===== config.mk =====
export PLATFORM = sky130hd
export DESIGN_NAME = isabr_bus
export DESIGN_NICKNAME = d
export VERILOG_FILES = /design/src/rtl/isabr_pkg.sv /design/src/rtl/isabr_clkdiv.sv /design/src/rtl/isabr_bus.sv
export VERILOG_INCLUDE_DIRS = /design/src /design/src/rtl
export SDC_FILE = /design/constraint.sdc
export NUM_CORES = 1
export LEC_CHECK = 0
export ABC_AREA = 1
export BUFFER_PORTS_ARGS = -buffer_cell sky130_fd_sc_hd__buf_2
export CAP_MARGIN = 20
export CELL_PAD_IN_SITES_DETAIL_PLACEMENT = 0
export CELL_PAD_IN_SITES_GLOBAL_PLACEMENT = 1
export CORE_MARGIN = 3
export CORE_UTILIZATION = 38
export CTS_CLUSTER_SIZE = 30
export DETAILED_ROUTE_END_ITERATION = 10
export GPL_TIMING_DRIVEN = 0
export HOLD_SLACK_MARGIN = 0.08
export PLACE_DENSITY = 0.78
export RECOVER_POWER = 50
export SYNTH_ARGS = -nofsm -noshare
export SYNTH_HDL_FRONTEND = slang
export SYNTH_SLANG_ARGS = --single-unit

===== constraint.sdc =====
create_clock -name core_clk -period 1.5 [get_ports core_clk]
set_input_delay 0.45 -clock core_clk [delete_from_list [all_inputs] [get_ports core_clk]]
set_output_delay 0.45 -clock core_clk [all_outputs]
set_load 0.02 [all_outputs]

===== src/rtl/isabr_defs.svh =====
// constants for the isa bus signalling block
// assumes a 25 MHz core clock that is also the host bus clock
`ifndef ISABR_DEFS_SVH
`define ISABR_DEFS_SVH
`define ISABR_CORE_MHZ     25
`define ISABR_DIV_FAST     3
`define ISABR_DIV_SLOW     4
`define ISABR_CMD8_TICKS   3
`define ISABR_CMD16_TICKS  1
`define ISABR_DRV_SETUP    1
`define ISABR_LA_MSB       23
`define ISABR_LA_LSB       17
`define ISABR_SEL_SEC_CMD  6
`define ISABR_SEL_SEC_CTRL 5
`define ISABR_SEL_PRI_CMD  4
`define ISABR_SEL_PRI_CTRL 3
`endif


===== src/rtl/isabr_pkg.sv =====
// types for the isa bus signalling block
// assumes isabr_defs.svh for numeric constants
package isabr_pkg;
  typedef enum logic [2:0] {K_IO_RD, K_IO_WR, K_DRV_RD, K_DRV_WR, K_DMA, K_REFRESH} isabr_kind_e;
  typedef enum logic [1:0] {B_PRI_CMD, B_PRI_CTRL, B_SEC_CMD, B_SEC_CTRL} isabr_blk_e;
  typedef enum logic [1:0] {ST_IDLE, ST_ADDR, ST_CMD, ST_HOLD} isabr_state_e;
endpackage


===== src/rtl/isabr_clkdiv.sv =====
// isa clock divider: level and rising-edge enable from the core clock
// assumes run is low until the divisor strap is settled
`timescale 1ns/1ps
`default_nettype none
`include "isabr_defs.svh"
module isabr_clkdiv (
  // clock and reset
  input  wire logic core_clk,
  input  wire logic rst_b,
  // control
  input  wire logic run,
  input  wire logic div3,
  // divided clock
  output logic      level,
  output logic      tick
);
  logic [2:0] cnt;
  logic [2:0] last;

  assign last = div3 ? 3'(`ISABR_DIV_FAST - 1) : 3'(`ISABR_DIV_SLOW - 1);

  // count through one isa period
  always_ff @(posedge core_clk or negedge rst_b)
  begin
    if (!rst_b)
      cnt <= 3'h0;
    else if (!run || cnt == last)
      cnt <= 3'h0;
    else
      cnt <= cnt + 3'h1;
  end

  // high for the first two counts, rise enable at count zero
  always_ff @(posedge core_clk or negedge rst_b)
  begin
    if (!rst_b)
    begin
      level <= 1'b0;
      tick  <= 1'b0;
    end
    else
    begin
      level <= run && cnt < 3'h2;
      tick  <= run && cnt == 3'h0;
    end
  end
endmodule
`default_nettype wire


===== src/rtl/isabr_bus.sv =====
// isa bus signalling with drive select sharing of the unlatched address pins
// assumes requests and pins are synchronous to core_clk; pin levels resolved outside
`timescale 1ns/1ps
`default_nettype none
`include "isabr_defs.svh"
module isabr_bus #(
  parameter bit EARLY_VARIANT   = 1'b1,
  parameter int CMD8_TICKS      = `ISABR_CMD8_TICKS,
  parameter int CMD16_TICKS     = `ISABR_CMD16_TICKS,
  parameter int DRV_SETUP_TICKS = `ISABR_DRV_SETUP
) (
  // clock and reset
  input  wire logic                  core_clk,
  input  wire logic                  rst_b,
  // power and straps
  input  wire logic                  power_good,
  input  wire logic                  tc_in,
  // cycle requests
  input  wire logic                  req_valid,
  input  wire isabr_pkg::isabr_kind_e req_kind,
  input  wire logic [23:0]           req_addr,
  input  wire isabr_pkg::isabr_blk_e req_block,
  input  wire logic [2:0]            req_disk_addr,
  output logic                       req_ready,
  output logic                       req_done,
  output logic                       req_wide,
  // external master
  input  wire logic                  ext_master_grant,
  input  wire logic                  ext_local_access,
  input  wire logic                  ext_local_ready,
  output logic [6:0]                 ext_master_la,
  // error reporting
  input  wire logic                  iochk_n,
  input  wire logic                  nmi_enable,
  output logic                       nmi,
  // isa clock pin
  input  wire logic                  sysclk_in,
  output logic                       sysclk_out,
  output logic                       sysclk_oe,
  // isa control
  output logic                       bale,
  output logic                       aen,
  output logic                       aen_oe,
  input  wire logic                  iocs16_n,
  input  wire logic                  iochrdy_in,
  output logic                       iochrdy_out,
  output logic                       iochrdy_oe,
  output logic                       ior_out_n,
  output logic                       iow_out_n,
  output logic                       cmd_oe,
  // drive strobes
  output logic                       disk_read_n,
  output logic                       disk_write_n,
  // shared unlatched address pins
  input  wire logic [6:0]            la_in,
  output logic [6:0]                 la_out,
  output logic                       la_oe,
  // address transceiver
  output logic                       addr_transceiver_enable_n,
  output logic                       addr_transceiver_direction
);
  isabr_pkg::isabr_state_e state;
  isabr_pkg::isabr_kind_e  kind;
  isabr_pkg::isabr_blk_e   blk;
  logic [6:0] addr_hi;
  logic [2:0] dsk;
  logic [2:0] cnt;
  logic       pg_q;
  logic       strapped;
  logic       div3;
  logic       ext_dma_mode;
  logic       ext_own;
  logic       div_level;
  logic       tick;
  logic       is_drv;
  logic       is_dmaref;
  logic       rdy_ok;
  logic [6:0] next_la;

  if (CMD8_TICKS < 1 || CMD8_TICKS > 7 || CMD16_TICKS < 1 || CMD16_TICKS > 7 ||
      DRV_SETUP_TICKS < 1 || DRV_SETUP_TICKS > 7)
  begin : g_bad_ticks
    $error("isabr_bus: tick counts must lie in 1..7");
  end

  isabr_clkdiv u_div (
    .core_clk (core_clk),
    .rst_b    (rst_b),
    .run      (strapped),
    .div3     (div3),
    .level    (div_level),
    .tick     (tick)
  );

  // divisor and dma-mode straps taken at power good rise
  always_ff @(posedge core_clk or negedge rst_b)
  begin
    if (!rst_b)
    begin
      pg_q         <= 1'b0;
      strapped     <= 1'b0;
      div3         <= 1'b0;
      ext_dma_mode <= 1'b0;
    end
    else
    begin
      pg_q <= power_good;
      if (!power_good)
        strapped <= 1'b0;
      else if (!pg_q)
      begin
        strapped     <= 1'b1;
        div3         <= sysclk_in;
        ext_dma_mode <= EARLY_VARIANT && !tc_in;
      end
    end
  end

  // isa clock pin
  always_ff @(posedge core_clk or negedge rst_b)
  begin
    if (!rst_b)
    begin
      sysclk_out <= 1'b0;
      sysclk_oe  <= 1'b0;
    end
    else
    begin
      sysclk_out <= strapped && div_level;
      sysclk_oe  <= strapped && power_good;
    end
  end

  assign is_drv    = kind == isabr_pkg::K_DRV_RD || kind == isabr_pkg::K_DRV_WR;
  assign is_dmaref = kind == isabr_pkg::K_DMA || kind == isabr_pkg::K_REFRESH;
  assign rdy_ok    = is_drv || ext_own || iochrdy_in;

  // bus ownership changes only between cycles
  always_ff @(posedge core_clk or negedge rst_b)
  begin
    if (!rst_b)
      ext_own <= 1'b0;
    else if (state == isabr_pkg::ST_IDLE && !(req_valid && req_ready))
      ext_own <= ext_master_grant;
  end

  // cycle sequencer leaves idle on the request handshake, then steps on isa clock rise
  always_ff @(posedge core_clk or negedge rst_b)
  begin
    if (!rst_b)
    begin
      state    <= isabr_pkg::ST_IDLE;
      kind     <= isabr_pkg::K_IO_RD;
      blk      <= isabr_pkg::B_PRI_CMD;
      addr_hi  <= 7'h00;
      dsk      <= 3'h0;
      cnt      <= 3'h0;
      req_wide <= 1'b0;
    end
    else
    begin
      unique case (state)
        isabr_pkg::ST_IDLE:
        begin
          if (req_valid && req_ready)
          begin
            state   <= isabr_pkg::ST_ADDR;
            kind    <= req_kind;
            blk     <= req_block;
            addr_hi <= req_addr[`ISABR_LA_MSB:`ISABR_LA_LSB];
            dsk     <= req_disk_addr;
            cnt     <= 3'(DRV_SETUP_TICKS - 1);
          end
        end
        isabr_pkg::ST_ADDR:
        begin
          if (tick && (cnt == 3'h0 || !is_drv))
          begin
            state    <= isabr_pkg::ST_CMD;
            req_wide <= !iocs16_n && !is_drv;
            cnt      <= !iocs16_n ? 3'(CMD16_TICKS - 1) : 3'(CMD8_TICKS - 1);
          end
          else if (tick)
            cnt <= cnt - 3'h1;
        end
        isabr_pkg::ST_CMD:
        begin
          if (tick && cnt != 3'h0)
            cnt <= cnt - 3'h1;
          else if (tick && rdy_ok)
            state <= isabr_pkg::ST_HOLD;
        end
        isabr_pkg::ST_HOLD:
        begin
          if (tick)
            state <= isabr_pkg::ST_IDLE;
        end
      endcase
    end
  end

  // request handshake
  always_ff @(posedge core_clk or negedge rst_b)
  begin
    if (!rst_b)
    begin
      req_ready <= 1'b0;
      req_done  <= 1'b0;
    end
    else
    begin
      req_ready <= state == isabr_pkg::ST_IDLE && !(req_valid && req_ready) &&
                   strapped && !ext_master_grant && !ext_own;
      req_done  <= state == isabr_pkg::ST_HOLD && tick;
    end
  end

  // shared pin contents
  always_comb
  begin
    next_la = addr_hi;
    if (state != isabr_pkg::ST_IDLE && is_drv)
    begin
      next_la = 7'h00;
      next_la[`ISABR_SEL_SEC_CMD]  = blk == isabr_pkg::B_SEC_CMD;
      next_la[`ISABR_SEL_SEC_CTRL] = blk == isabr_pkg::B_SEC_CTRL;
      next_la[`ISABR_SEL_PRI_CMD]  = blk == isabr_pkg::B_PRI_CMD;
      next_la[`ISABR_SEL_PRI_CTRL] = blk == isabr_pkg::B_PRI_CTRL;
      next_la[2:0]                 = dsk;
    end
  end

  // unlatched address pins both ways
  always_ff @(posedge core_clk or negedge rst_b)
  begin
    if (!rst_b)
    begin
      la_out        <= 7'h00;
      la_oe         <= 1'b0;
      ext_master_la <= 7'h00;
    end
    else
    begin
      la_out <= next_la;
      la_oe  <= !ext_own;
      if (ext_own)
        ext_master_la <= la_in;
    end
  end

  // address strobe, address enable and command strobes
  always_ff @(posedge core_clk or negedge rst_b)
  begin
    if (!rst_b)
    begin
      bale         <= 1'b0;
      aen          <= 1'b0;
      aen_oe       <= 1'b0;
      ior_out_n    <= 1'b1;
      iow_out_n    <= 1'b1;
      cmd_oe       <= 1'b0;
      disk_read_n  <= 1'b1;
      disk_write_n <= 1'b1;
    end
    else
    begin
      bale         <= state == isabr_pkg::ST_ADDR && !is_drv;
      aen          <= state != isabr_pkg::ST_IDLE && is_dmaref;
      aen_oe       <= !ext_dma_mode;
      ior_out_n    <= !(state == isabr_pkg::ST_CMD && kind == isabr_pkg::K_IO_RD);
      iow_out_n    <= !(state == isabr_pkg::ST_CMD && kind == isabr_pkg::K_IO_WR);
      cmd_oe       <= !ext_own;
      disk_read_n  <= !(state == isabr_pkg::ST_CMD && kind == isabr_pkg::K_DRV_RD);
      disk_write_n <= !(state == isabr_pkg::ST_CMD && kind == isabr_pkg::K_DRV_WR);
    end
  end

  // channel ready for external master local hits, transceiver pair and nmi
  always_ff @(posedge core_clk or negedge rst_b)
  begin
    if (!rst_b)
    begin
      iochrdy_out                <= 1'b1;
      iochrdy_oe                 <= 1'b0;
      addr_transceiver_enable_n  <= 1'b0;
      addr_transceiver_direction <= 1'b1;
      nmi                        <= 1'b0;
    end
    else
    begin
      iochrdy_oe                 <= ext_own && ext_local_access;
      iochrdy_out                <= ext_local_ready;
      addr_transceiver_enable_n  <= !ext_own && state != isabr_pkg::ST_IDLE && is_drv;
      addr_transceiver_direction <= !ext_own;
      nmi                        <= nmi_enable && !iochk_n;
    end
  end
endmodule
`default_nettype wire


==> results.sh, run 1 <==
export IMPL_io_buffers=67
export IMPL_drt_wirelength_per_cell_um=12.4
export IMPL_comb_power_share=0.391
export IMPL_dieArea_um2=7830
export IMPL_hold_path_class="in2async"
export IMPL_cts_root_buffer="clkbuf_8"
export IMPL_num_fill_cells=627
export IMPL_switchingPower_mw=2.36
export IMPL_synth_top_area_frac=0.542
export IMPL_num_rows=29
export IMPL_seqPwrFrac=0.408
export IMPL_setup_slack_ns=0.0586
export IMPL_p_total_mw=6.21
export IMPL_utilization=0.502
export IMPL_clockBufferDepth=2
export IMPL_synth_area_per_cell_um2=10.7
export IMPL_multiInputGateArea_um2=898
export IMPL_syn_nets=302
export IMPL_yosysWarnings=0
export IMPL_max_cap_viol_count=0
export IMPL_swShare=0.380
export IMPL_power_leakage_nw=1.75
export IMPL_clkPwrFrac=0.201
export IMPL_final_common_cell="buf_2"
export IMPL_cpMaxStageDelayCell="dfrtp_1"
export IMPL_synthAdderAreaFrac=0.0435
export IMPL_cpPeakStageDelay_ns=0.41
export IMPL_synth_mux_area_fraction=0.0624
export IMPL_place_inst=386
export IMPL_synthTopCellsByArea="dfrtp_1 (54%), nand2_1 (9.0%), dfstp_2 (6.1%), mux2_4 (5.8%), ha_1 (4.4%)"
export IMPL_endpoint_kind="flop"
export IMPL_grt_use_total=0.140
export IMPL_ys_seq_area_frac=0.603
export IMPL_power_per_cell_area_nw_per_um2=1920
export IMPL_syn2layout_area_growth_pct=25.3
export IMPL_yosys_area_share_simple=0.180
export IMPL_die_w_um=88.5
export IMPL_preCtsSetupSlack_ns=-0.0777
export IMPL_path_clk_slew_ns=0.07
export IMPL_cts_tree="built"
export IMPL_min_period_over_period=0.961
export IMPL_hold_worst_slack_ns=0.143
export IMPL_drt_pass1_iter_count=4
export IMPL_clk_latency_ns=0.33
export IMPL_grt_pass1_wl_um=8180
export IMPL_crit_type="reg2reg"
export IMPL_status="finished, final reports clean"
export IMPL_grt_max_degree=36
export IMPL_cts_num_sinks=62
export IMPL_critPathRequiredTime_ns=1.71
export IMPL_fin_tns_setup_ns=0
export IMPL_fin_nets=384
export IMPL_antenna_cells=0
export IMPL_fp_dieH_um=88.5
export IMPL_arrival_ns=1.66
export IMPL_grt_pass1_vias=1756
export IMPL_worst_slew_pin_slew_ns=0.656
export IMPL_synth_top_family_by_area="simple AND/OR/NAND/NOR gates"
export IMPL_grt_antenna_before_repair=0
export IMPL_dpl_hpwl_um=3630
export IMPL_drtIter0Drc=35
export IMPL_fin_skew_ns=0.00863
export IMPL_critical_path_max_fanout=5
export IMPL_drive_above_1_share=0.388
export IMPL_hold_violations=0
export IMPL_stdcell_count=404
export IMPL_place_area_um2=3040
export IMPL_vias_per_cell=4.53
export IMPL_synth_xor_area_frac=0.0102
export IMPL_start_util=0.400
export IMPL_wirelength_um=5020
export IMPL_critPathLaunchType="flop"
export IMPL_fin_area_um2=3240
export IMPL_ant_nets=0
export IMPL_htreeDepth=3
export IMPL_internal_power_mw=3.85
export IMPL_core_um2=6460
export IMPL_gp_congestion=0.784
export IMPL_synth_compound_area_frac=0.0411
export IMPL_syn_inst=241
export IMPL_yosysUniqueCellTypes=29
export IMPL_drv_slew=0
export IMPL_cts_buffers=9
export IMPL_ir_worst_vdd_v=0.000815
export IMPL_path_cells="inv_1, ha_4, nand3_2, buf_4, mux2_4"
export IMPL_synth_seq_cells=62
export IMPL_grt_overflow=0
export IMPL_layout_common_cells="buf_2 (65), nand2_1 (62), dfrtp_1 (56)"
export IMPL_slew_headroom=0.563
export IMPL_seq_area_um2=1560
export IMPL_drc=0
export IMPL_io_pins=85
export IMPL_period_minus_slack_ns=1.44
export IMPL_timing_fmax_ghz=0.694
export IMPL_finalSetupViolations=0
export IMPL_via_count=1830
export IMPL_yosys_area_top_type="dfrtp_1"
export IMPL_syn_area_um2=2590
## timing repair
item,CTS,global route
buffers inserted,0,2
endpoints found under the hold margin,0,0
setup endpoints to repair,23,24
hold buffers,0,0
gates cloned,0,1
gates resized for setup,2,7
## flip-flops by register name (all words and copies together), names as in the netlist, 2 cells and up
register,cells
la_out,7
dsk,3
kind,3
cnt,3
ext_master_la,7
u_div.cnt,3
addr_hi,7
blk,2
state,2
## power groups by stage
stage	Combinational, mW	Clock (mW)	Sequential [mW]
final	2.42	1.25	2.53
after global routing	2.72	1.37	2.62
after CTS	2.39	1.30	2.54
after floorplan	1.35	0	2.86
after detailed placement	2.33	0	2.57
after global placement	2.29	0	2.55
## cells by family after synthesis
| family | Yosys count |
|---|---|
| AND/OR/NAND/NOR | 104 |
| flip-flops | 62 |
| buffers and inverters | 36 |
| AO/OA/AOI/OAI | 16 |
| multiplexers | 11 |
| adder cells (fa/ha/maj) | 9 |
| XOR/XNOR | 3 |
## routing by layer
layer  track usage  part of all wire
met1         0.180              0.45
met5             0                 0
met2         0.217              0.48
met4        0.0701             0.019
met3        0.0400             0.045
## layout make-up
cell class,instances,area share
Tap cell,77,0.0297
Timing Repair Buffer,71,0.112
Multi-Input combinational cell,143,0.277
Inverter,31,0.0359
Buffer,5,0.0120
Sequential cell,62,0.481
Clock inverter,3,0.00657
Clock buffer,12,0.0448
## final timing paths
kind,startpoint,end,slack [ns],cells after the start
setup / recovery,state[1]$_DFFE_PN0P_,dsk[2]$_DFFE_PN0P_,0.06,5
hold / removal,rst_b,la_out[3]$_DFF_PN0_,0.14,1
setup reg to reg,state[1]$_DFFE_PN0P_,dsk[2]$_DFFE_PN0P_,0.06,5
hold reg to reg,ext_dma_mode$_DFFE_PN0P_,aen_oe$_DFF_PN0_,0.42,1
max in group asynchronous,rst_b,addr_transceiver_direction$_DFF_PN1_,0.36,2
min in group core_clk,ext_local_ready,iochrdy_out$_DFF_PN1_,0.22,1
## Yosys cell counts
cell type  instances
a21oi_1            6
a21oi_2            1
buf_4              1
buf_6              2
clkbuf_1           2
clkinv_1           1
dfrtp_1           56
dfstp_2            6
ha_1               9
inv_1             24
inv_2              6
mux2_2             1
mux2_4            10
nand2_1           62
nand2_2            6
nand3_1            8
nand3_2            1
nand4_1            5
nor2_1            15
nor2_2             1
nor2_4             2
nor3_1             2
nor3b_1            1
nor4_2             1
o21ai_0            4
o31ai_1            3
o31ai_2            2
xnor2_1            2
xor2_1             1
## worst max-delay path, delay by kind of cell, from the launching register on
kind          cells  cell delay [ns]
buf+inv           2             0.33
flops             1             0.41
simple gates      1             0.11
fa+ha+maj         1             0.18
mux               1             0.29
(Power assumes the default switching activity.)
==> run 2: changes to the inputs <==
--- a/config.mk
+++ b/config.mk
@@ -12,12 +12,12 @@
 export CELL_PAD_IN_SITES_DETAIL_PLACEMENT = 0
 export CELL_PAD_IN_SITES_GLOBAL_PLACEMENT = 1
 export CORE_MARGIN = 3
-export CORE_UTILIZATION = 38
+export CORE_UTILIZATION = 30
 export CTS_CLUSTER_SIZE = 30
 export DETAILED_ROUTE_END_ITERATION = 10
 export GPL_TIMING_DRIVEN = 0
 export HOLD_SLACK_MARGIN = 0.08
-export PLACE_DENSITY = 0.78
+export PLACE_DENSITY = 0.64
 export RECOVER_POWER = 50
 export SYNTH_ARGS = -nofsm -noshare
 export SYNTH_HDL_FRONTEND = slang
==> results.sh, run 2 (synthesized netlist as in run 1, its figures left out) <==
export IMPL_status="finished, final reports clean"
export IMPL_utilization=0.401
export IMPL_dieArea_um2=9770
export IMPL_r2r_start="state[0]$_DFFE_PN0P_"
export IMPL_endpoint_kind="output port"
export IMPL_cts_num_sinks=62
export IMPL_r2r_end="dsk[0]$_DFFE_PN0P_"
export IMPL_cts_buffers=9
export IMPL_critPathTopFamily="flip-flops"
export IMPL_wirelength_um=5260
export IMPL_layout_common_cells="buf_2 (65), nand2_1 (61), dfrtp_1 (54)"
export IMPL_r2r_setup_slack_ns=0.06
export IMPL_ant_nets=0
export IMPL_period_minus_slack_ns=1.45
export IMPL_drt_wirelength_per_cell_um=12.2
export IMPL_rsz0062_at_grt="no"
export IMPL_stdcell_count=431
export IMPL_cts_setup_buffers=0
export IMPL_arrival_ns=1.00
export IMPL_drv_slew=0
export IMPL_gp_congestion=0.763
export IMPL_place_inst=414
export IMPL_drtIter0Drc=34
export IMPL_ir_worst_vdd_v=0.000610
export IMPL_cts_tree="built"
export IMPL_critPathRequiredTime_ns=1.05
export IMPL_switchingPower_mw=2.38
export IMPL_finalSetupViolations=0
export IMPL_power_leakage_nw=1.76
export IMPL_crit_type="reg2out"
export IMPL_syn2layout_area_growth_pct=28.6
export IMPL_fin_nets=382
export IMPL_start_util=0.312
export IMPL_die_w_um=98.9
export IMPL_holdBufCountCts=0
export IMPL_clkPwrFrac=0.246
export IMPL_dpl_hpwl_um=3830
export IMPL_comb_power_share=0.367
export IMPL_htreeDepth=3
export IMPL_core_um2=8300
export IMPL_io_pins=85
export IMPL_crit_buf_inv=1
export IMPL_vias_per_cell=4.17
export IMPL_grt_max_degree=33
export IMPL_grt_pass1_wl_um=8860
export IMPL_power_per_cell_area_nw_per_um2=1970
export IMPL_grt_antenna_before_repair=0
export IMPL_num_fill_cells=855
export IMPL_reg_top3="addr_hi: 7 flops, ext_master_la: 7 flops, la_out: 7 flops"
export IMPL_hold_path_class="in2async"
export IMPL_antenna_cells=0
export IMPL_via_count=1796
export IMPL_fin_tns_setup_ns=0
export IMPL_min_period_over_period=0.967
export IMPL_fin_skew_ns=0.00633
export IMPL_cpPeakStageDelay_ns=0.51
export IMPL_critical_path_max_fanout=1
export IMPL_internal_power_mw=4.18
export IMPL_critPathLaunchType="flop"
export IMPL_seqPwrFrac=0.387
export IMPL_num_rows=33
export IMPL_drc=0
export IMPL_final_common_cell="buf_2"
export IMPL_hold_violations=0
export IMPL_timing_fmax_ghz=0.690
export IMPL_cts_root_buffer="clkbuf_8"
export IMPL_max_cap_viol_count=0
export IMPL_r2r_cells=5
export IMPL_grt_overflow=0
export IMPL_swShare=0.363
export IMPL_path_clk_slew_ns=0.07
export IMPL_slew_headroom=0.489
export IMPL_grt_pass1_vias=1866
export IMPL_worst_slew_pin_slew_ns=0.766
export IMPL_fp_dieH_um=98.9
export IMPL_clk_latency_ns=0.33
export IMPL_clockBufferDepth=2
export IMPL_path_cells="buf_2"
export IMPL_drt_pass1_iter_count=4
export IMPL_grt_use_total=0.115
export IMPL_drive_above_1_share=0.399
export IMPL_io_buffers=67
export IMPL_cpMaxStageDelayCell="dfstp_2"
-- run 2: timing repair --
action	in CTS	in global routing
setup endpoints to repair	27	22
resized for setup	4	11
cloned	0	1
-- run 2: through the flow --
step | total power [mW] | setup slack, ns | hold slack (ns) | cell area, um^2
finish | 6.57 | 0.0500 | 0.183 | 3330
global route | 7.08 | 0.00491 | 0.189 | 3330
CTS | 6.63 | 0.0133 | 0.192 | 3300
detailed placement | 4.92 | -0.110 | 0.417 | 3070
global placement | 4.87 | -0.233 | 0.408 | 3050
floorplan | 4.21 | 0.0999 | 0.154 | 2590
-- run 2: final cells by class --
class	count	area (um^2)	area share
clock inverter	3	67.6	0.0203
inverter	31	116	0.0350
timing repair buffer	69	349	0.105
tap	105	131	0.0395
clock buffer	13	149	0.0448
buffer	5	38.8	0.0117
multi-input combinational	143	913	0.275
sequential	62	1560	0.469
-- run 2: per-layer routing --
metal	wire (um)	track usage
met1	2440	0.151
met4	110	0.0567
met3	342	0.0361
met2	2360	0.173
met5	0	0
-- run 2: worst max path at each step --
stage | cells past startpoint | startpoint | endpoint | slack, ns
after floorplan | 5 | state[0]$_DFFE_PN0P_ | addr_hi[0]$_DFFE_PN0P_ | 0.1
after global placement | 1 | rst_b | nmi$_DFF_PN0_ | -0.23
after detailed placement | 5 | state[0]$_DFFE_PN0P_ | addr_hi[0]$_DFFE_PN0P_ | -0.11
after CTS | 5 | state[1]$_DFFE_PN0P_ | addr_hi[0]$_DFFE_PN0P_ | 0.01
after global routing | 9 | state[1]$_DFFE_PN0P_ | cnt[1]$_DFFE_PN0P_ | 0.005
final | 1 | iochrdy_out$_DFF_PN1_ | iochrdy_out | 0.05
-- run 2: power groups by stage --
| stage | combinational (mW) | sequential (mW) | clock (mW) |
|---|---|---|---|
| 3_5_place_dp | 2.35 | 2.57 | 0 |
| 3_3_place_gp | 2.32 | 2.56 | 0 |
| 2_1_floorplan | 1.35 | 2.86 | 0 |
| 6_report | 2.41 | 2.54 | 1.62 |
| 5_1_grt | 2.72 | 2.61 | 1.75 |
| 4_1_cts | 2.41 | 2.54 | 1.67 |
==> run 3: changes to the inputs <==
--- a/config.mk
+++ b/config.mk
@@ -17,7 +17,7 @@
 export DETAILED_ROUTE_END_ITERATION = 10
 export GPL_TIMING_DRIVEN = 0
 export HOLD_SLACK_MARGIN = 0.08
-export PLACE_DENSITY = 0.64
+export PLACE_DENSITY = 0.66
 export RECOVER_POWER = 50
 export SYNTH_ARGS = -nofsm -noshare
 export SYNTH_HDL_FRONTEND = slang
==> constraint.sdc (replaced) <==
create_clock -name core_clk -period 1.2 [get_ports core_clk]
set_input_delay 0.36 -clock core_clk [delete_from_list [all_inputs] [get_ports core_clk]]
set_output_delay 0.36 -clock core_clk [all_outputs]
set_load 0.02 [all_outputs]
==> results.sh, run 3 (synthesized netlist as in run 1, its figures left out) <==
export IMPL_hold_path_class="in2reg"
export IMPL_max_cap_viol_count=0
export IMPL_endpoint_kind="flop"
export IMPL_critPathLaunchType="flop"
export IMPL_critPathRequiredTime_ns=1.42
export IMPL_layout_common_cells="dfrtp_1 (53), nand2_1 (49), buf_6 (40)"
export IMPL_io_buffers=67
export IMPL_die_w_um=98.9
export IMPL_grt_pass1_vias=2034
export IMPL_preCtsSetupSlack_ns=-0.242
export IMPL_gp_congestion=0.758
export IMPL_drt_pass1_iter_count=4
export IMPL_cts_root_buffer="clkbuf_8"
export IMPL_num_rows=33
export IMPL_slew_headroom=0.442
export IMPL_fin_skew_ns=0.00712
export IMPL_antenna_cells=0
export IMPL_swShare=0.371
export IMPL_wirelength_um=5580
export IMPL_failed_checks="setup timing"
export IMPL_arrival_ns=1.59
export IMPL_num_fill_cells=764
export IMPL_switchingPower_mw=3.54
export IMPL_worst_slew_pin_slew_ns=0.838
export IMPL_reg_top3="addr_hi: 7 flops, ext_master_la: 7 flops, la_out: 7 flops"
export IMPL_min_period_over_period=1.14
export IMPL_clkPwrFrac=0.200
export IMPL_crit_type="reg2reg"
export IMPL_fp_dieH_um=98.9
export IMPL_seqPwrFrac=0.349
export IMPL_ant_nets=0
export IMPL_finalSetupViolations=58
export IMPL_r2r_end="dsk[1]$_DFFE_PN0P_"
export IMPL_crit_start="state[1]$_DFFE_PN0P_"
export IMPL_grt_antenna_before_repair=0
export IMPL_seq_area_um2=1560
export IMPL_path_clk_slew_ns=0.07
export IMPL_ir_worst_vdd_v=0.000722
export IMPL_power_per_cell_area_nw_per_um2=2470
export IMPL_clk_latency_ns=0.34
export IMPL_drt_wirelength_per_cell_um=12.6
export IMPL_grt_overflow=0
export IMPL_cts_buffers=9
export IMPL_r2r_cells=5
export IMPL_drv_slew=0
export IMPL_drive_above_1_share=0.519
export IMPL_start_util=0.312
export IMPL_hold_worst_slack_ns=0.124
export IMPL_io_pins=85
export IMPL_grt_pass1_wl_um=9320
export IMPL_drtIter0Drc=44
export IMPL_final_common_cell="dfrtp_1"
export IMPL_cts_tree="built"
export IMPL_hold_violations=0
export IMPL_p_total_mw=9.52
export IMPL_comb_power_share=0.451
export IMPL_holdBufCountCts=0
export IMPL_grt_use_total=0.121
export IMPL_dieArea_um2=9770
export IMPL_period_minus_slack_ns=1.37
export IMPL_internal_power_mw=5.99
export IMPL_core_um2=8300
export IMPL_cts_num_sinks=62
export IMPL_via_count=1878
export IMPL_utilization=0.464
export IMPL_power_leakage_nw=1.92
export IMPL_syn2layout_area_growth_pct=49.1
export IMPL_htreeDepth=3
export IMPL_crit_path_end="dsk[1]$_DFFE_PN0P_"
export IMPL_critical_path_max_fanout=5
export IMPL_status="finished with violations"
export IMPL_grt_max_degree=63
export IMPL_clockBufferDepth=2
export IMPL_timing_fmax_ghz=0.730
export IMPL_setup_slack_ns=-0.169
export IMPL_r2r_start="state[1]$_DFFE_PN0P_"
export IMPL_r2r_setup_slack_ns=-0.17
export IMPL_rsz0062_at_grt="yes"
export IMPL_fin_tns_setup_ns=-4.77
export IMPL_dpl_hpwl_um=3780
export IMPL_fin_nets=395
export IMPL_drc=0
export IMPL_multiInputGateArea_um2=1070
export IMPL_vias_per_cell=4.23
## run 3: cell types whose count changed in the layout (fill, tap and decap cells not counted), moves of 4 or more
cell,change
inv_1,-5
nand2_2,+10
nand2_1,-12
buf_4,+6
ha_4,+4
buf_6,+38
nand3_1,-4
clkbuf_1,-4
buf_2,-33
## run 3: power by group through the flow
stage / Sequential [mW] / Combinational, mW / Clock [mW]
after floorplan: 3.58 / 1.79 / 0
after global placement: 3.21 / 3.00 / 0
after detailed placement: 3.24 / 3.02 / 0
after CTS: 3.28 / 4.07 / 1.97
after global routing: 3.41 / 4.67 / 2.08
final: 3.32 / 4.30 / 1.91
## run 3: through the flow
stage	cell area, um^2	cells
5_1_grt	3850	444
3_5_place_dp	3090	413
6_report	3850	444
2_1_floorplan	2620	241
3_3_place_gp	3090	413
4_1_cts	3760	443
## run 3: timing repair
item / CTS / global route
cloned: 2 / 0
gates resized for setup: 106 / 23
endpoints found under the setup margin: 63 / 64
buffers inserted: 12 / 1
hold endpoints to repair: 0 / 0
pin swaps: 12 / 9
## run 3: worst max-delay path, cell delays in order, from the launching register on
cell and delay (ns):
dfrtp_2 0.44, inv_4 0.09, ha_4 0.16, nand3_4 0.11
buf_12 0.16, mux2_4 0.29
## run 3: worst min path at each step
stage | startpoint | to | slack [ns] | cells past startpoint
2_1_floorplan | rst_b | addr_hi[0]$_DFFE_PN0P_ | 0.06 | 0
3_3_place_gp | ext_dma_mode$_DFFE_PN0P_ | aen_oe$_DFF_PN0_ | 0.41 | 1
3_5_place_dp | ext_dma_mode$_DFFE_PN0P_ | aen_oe$_DFF_PN0_ | 0.41 | 1
4_1_cts | ext_local_ready | iochrdy_out$_DFF_PN1_ | 0.1 | 1
5_1_grt | ext_local_ready | iochrdy_out$_DFF_PN1_ | 0.09 | 1
6_report | ext_local_ready | iochrdy_out$_DFF_PN1_ | 0.12 | 1
## run 3: cell type report
| class | count | share of cell area |
|---|---|---|
| clock buffer | 11 | 0.0393 |
| buffer | 5 | 0.0153 |
| tap | 105 | 0.0341 |
| clock inverter | 5 | 0.0149 |
| multi-input combinational | 143 | 0.278 |
| sequential | 62 | 0.405 |
| timing repair buffer | 82 | 0.181 |
| inverter | 31 | 0.0321 |
## run 3: layer usage
| metal | global-route usage | part of all wire | routed length [um] | up-vias |
|---|---|---|---|---|
| met3 | 0.0545 | 0.064 | 358 | 6 |
| met5 | 0 | 0 | 0 | - |
| met2 | 0.208 | 0.51 | 2830 | 45 |
| met1 | 0.138 | 0.42 | 2340 | 880 |
| li1 | - | - | - | 947 |
| met4 | 0.0315 | 0.0093 | 52 | 0 |
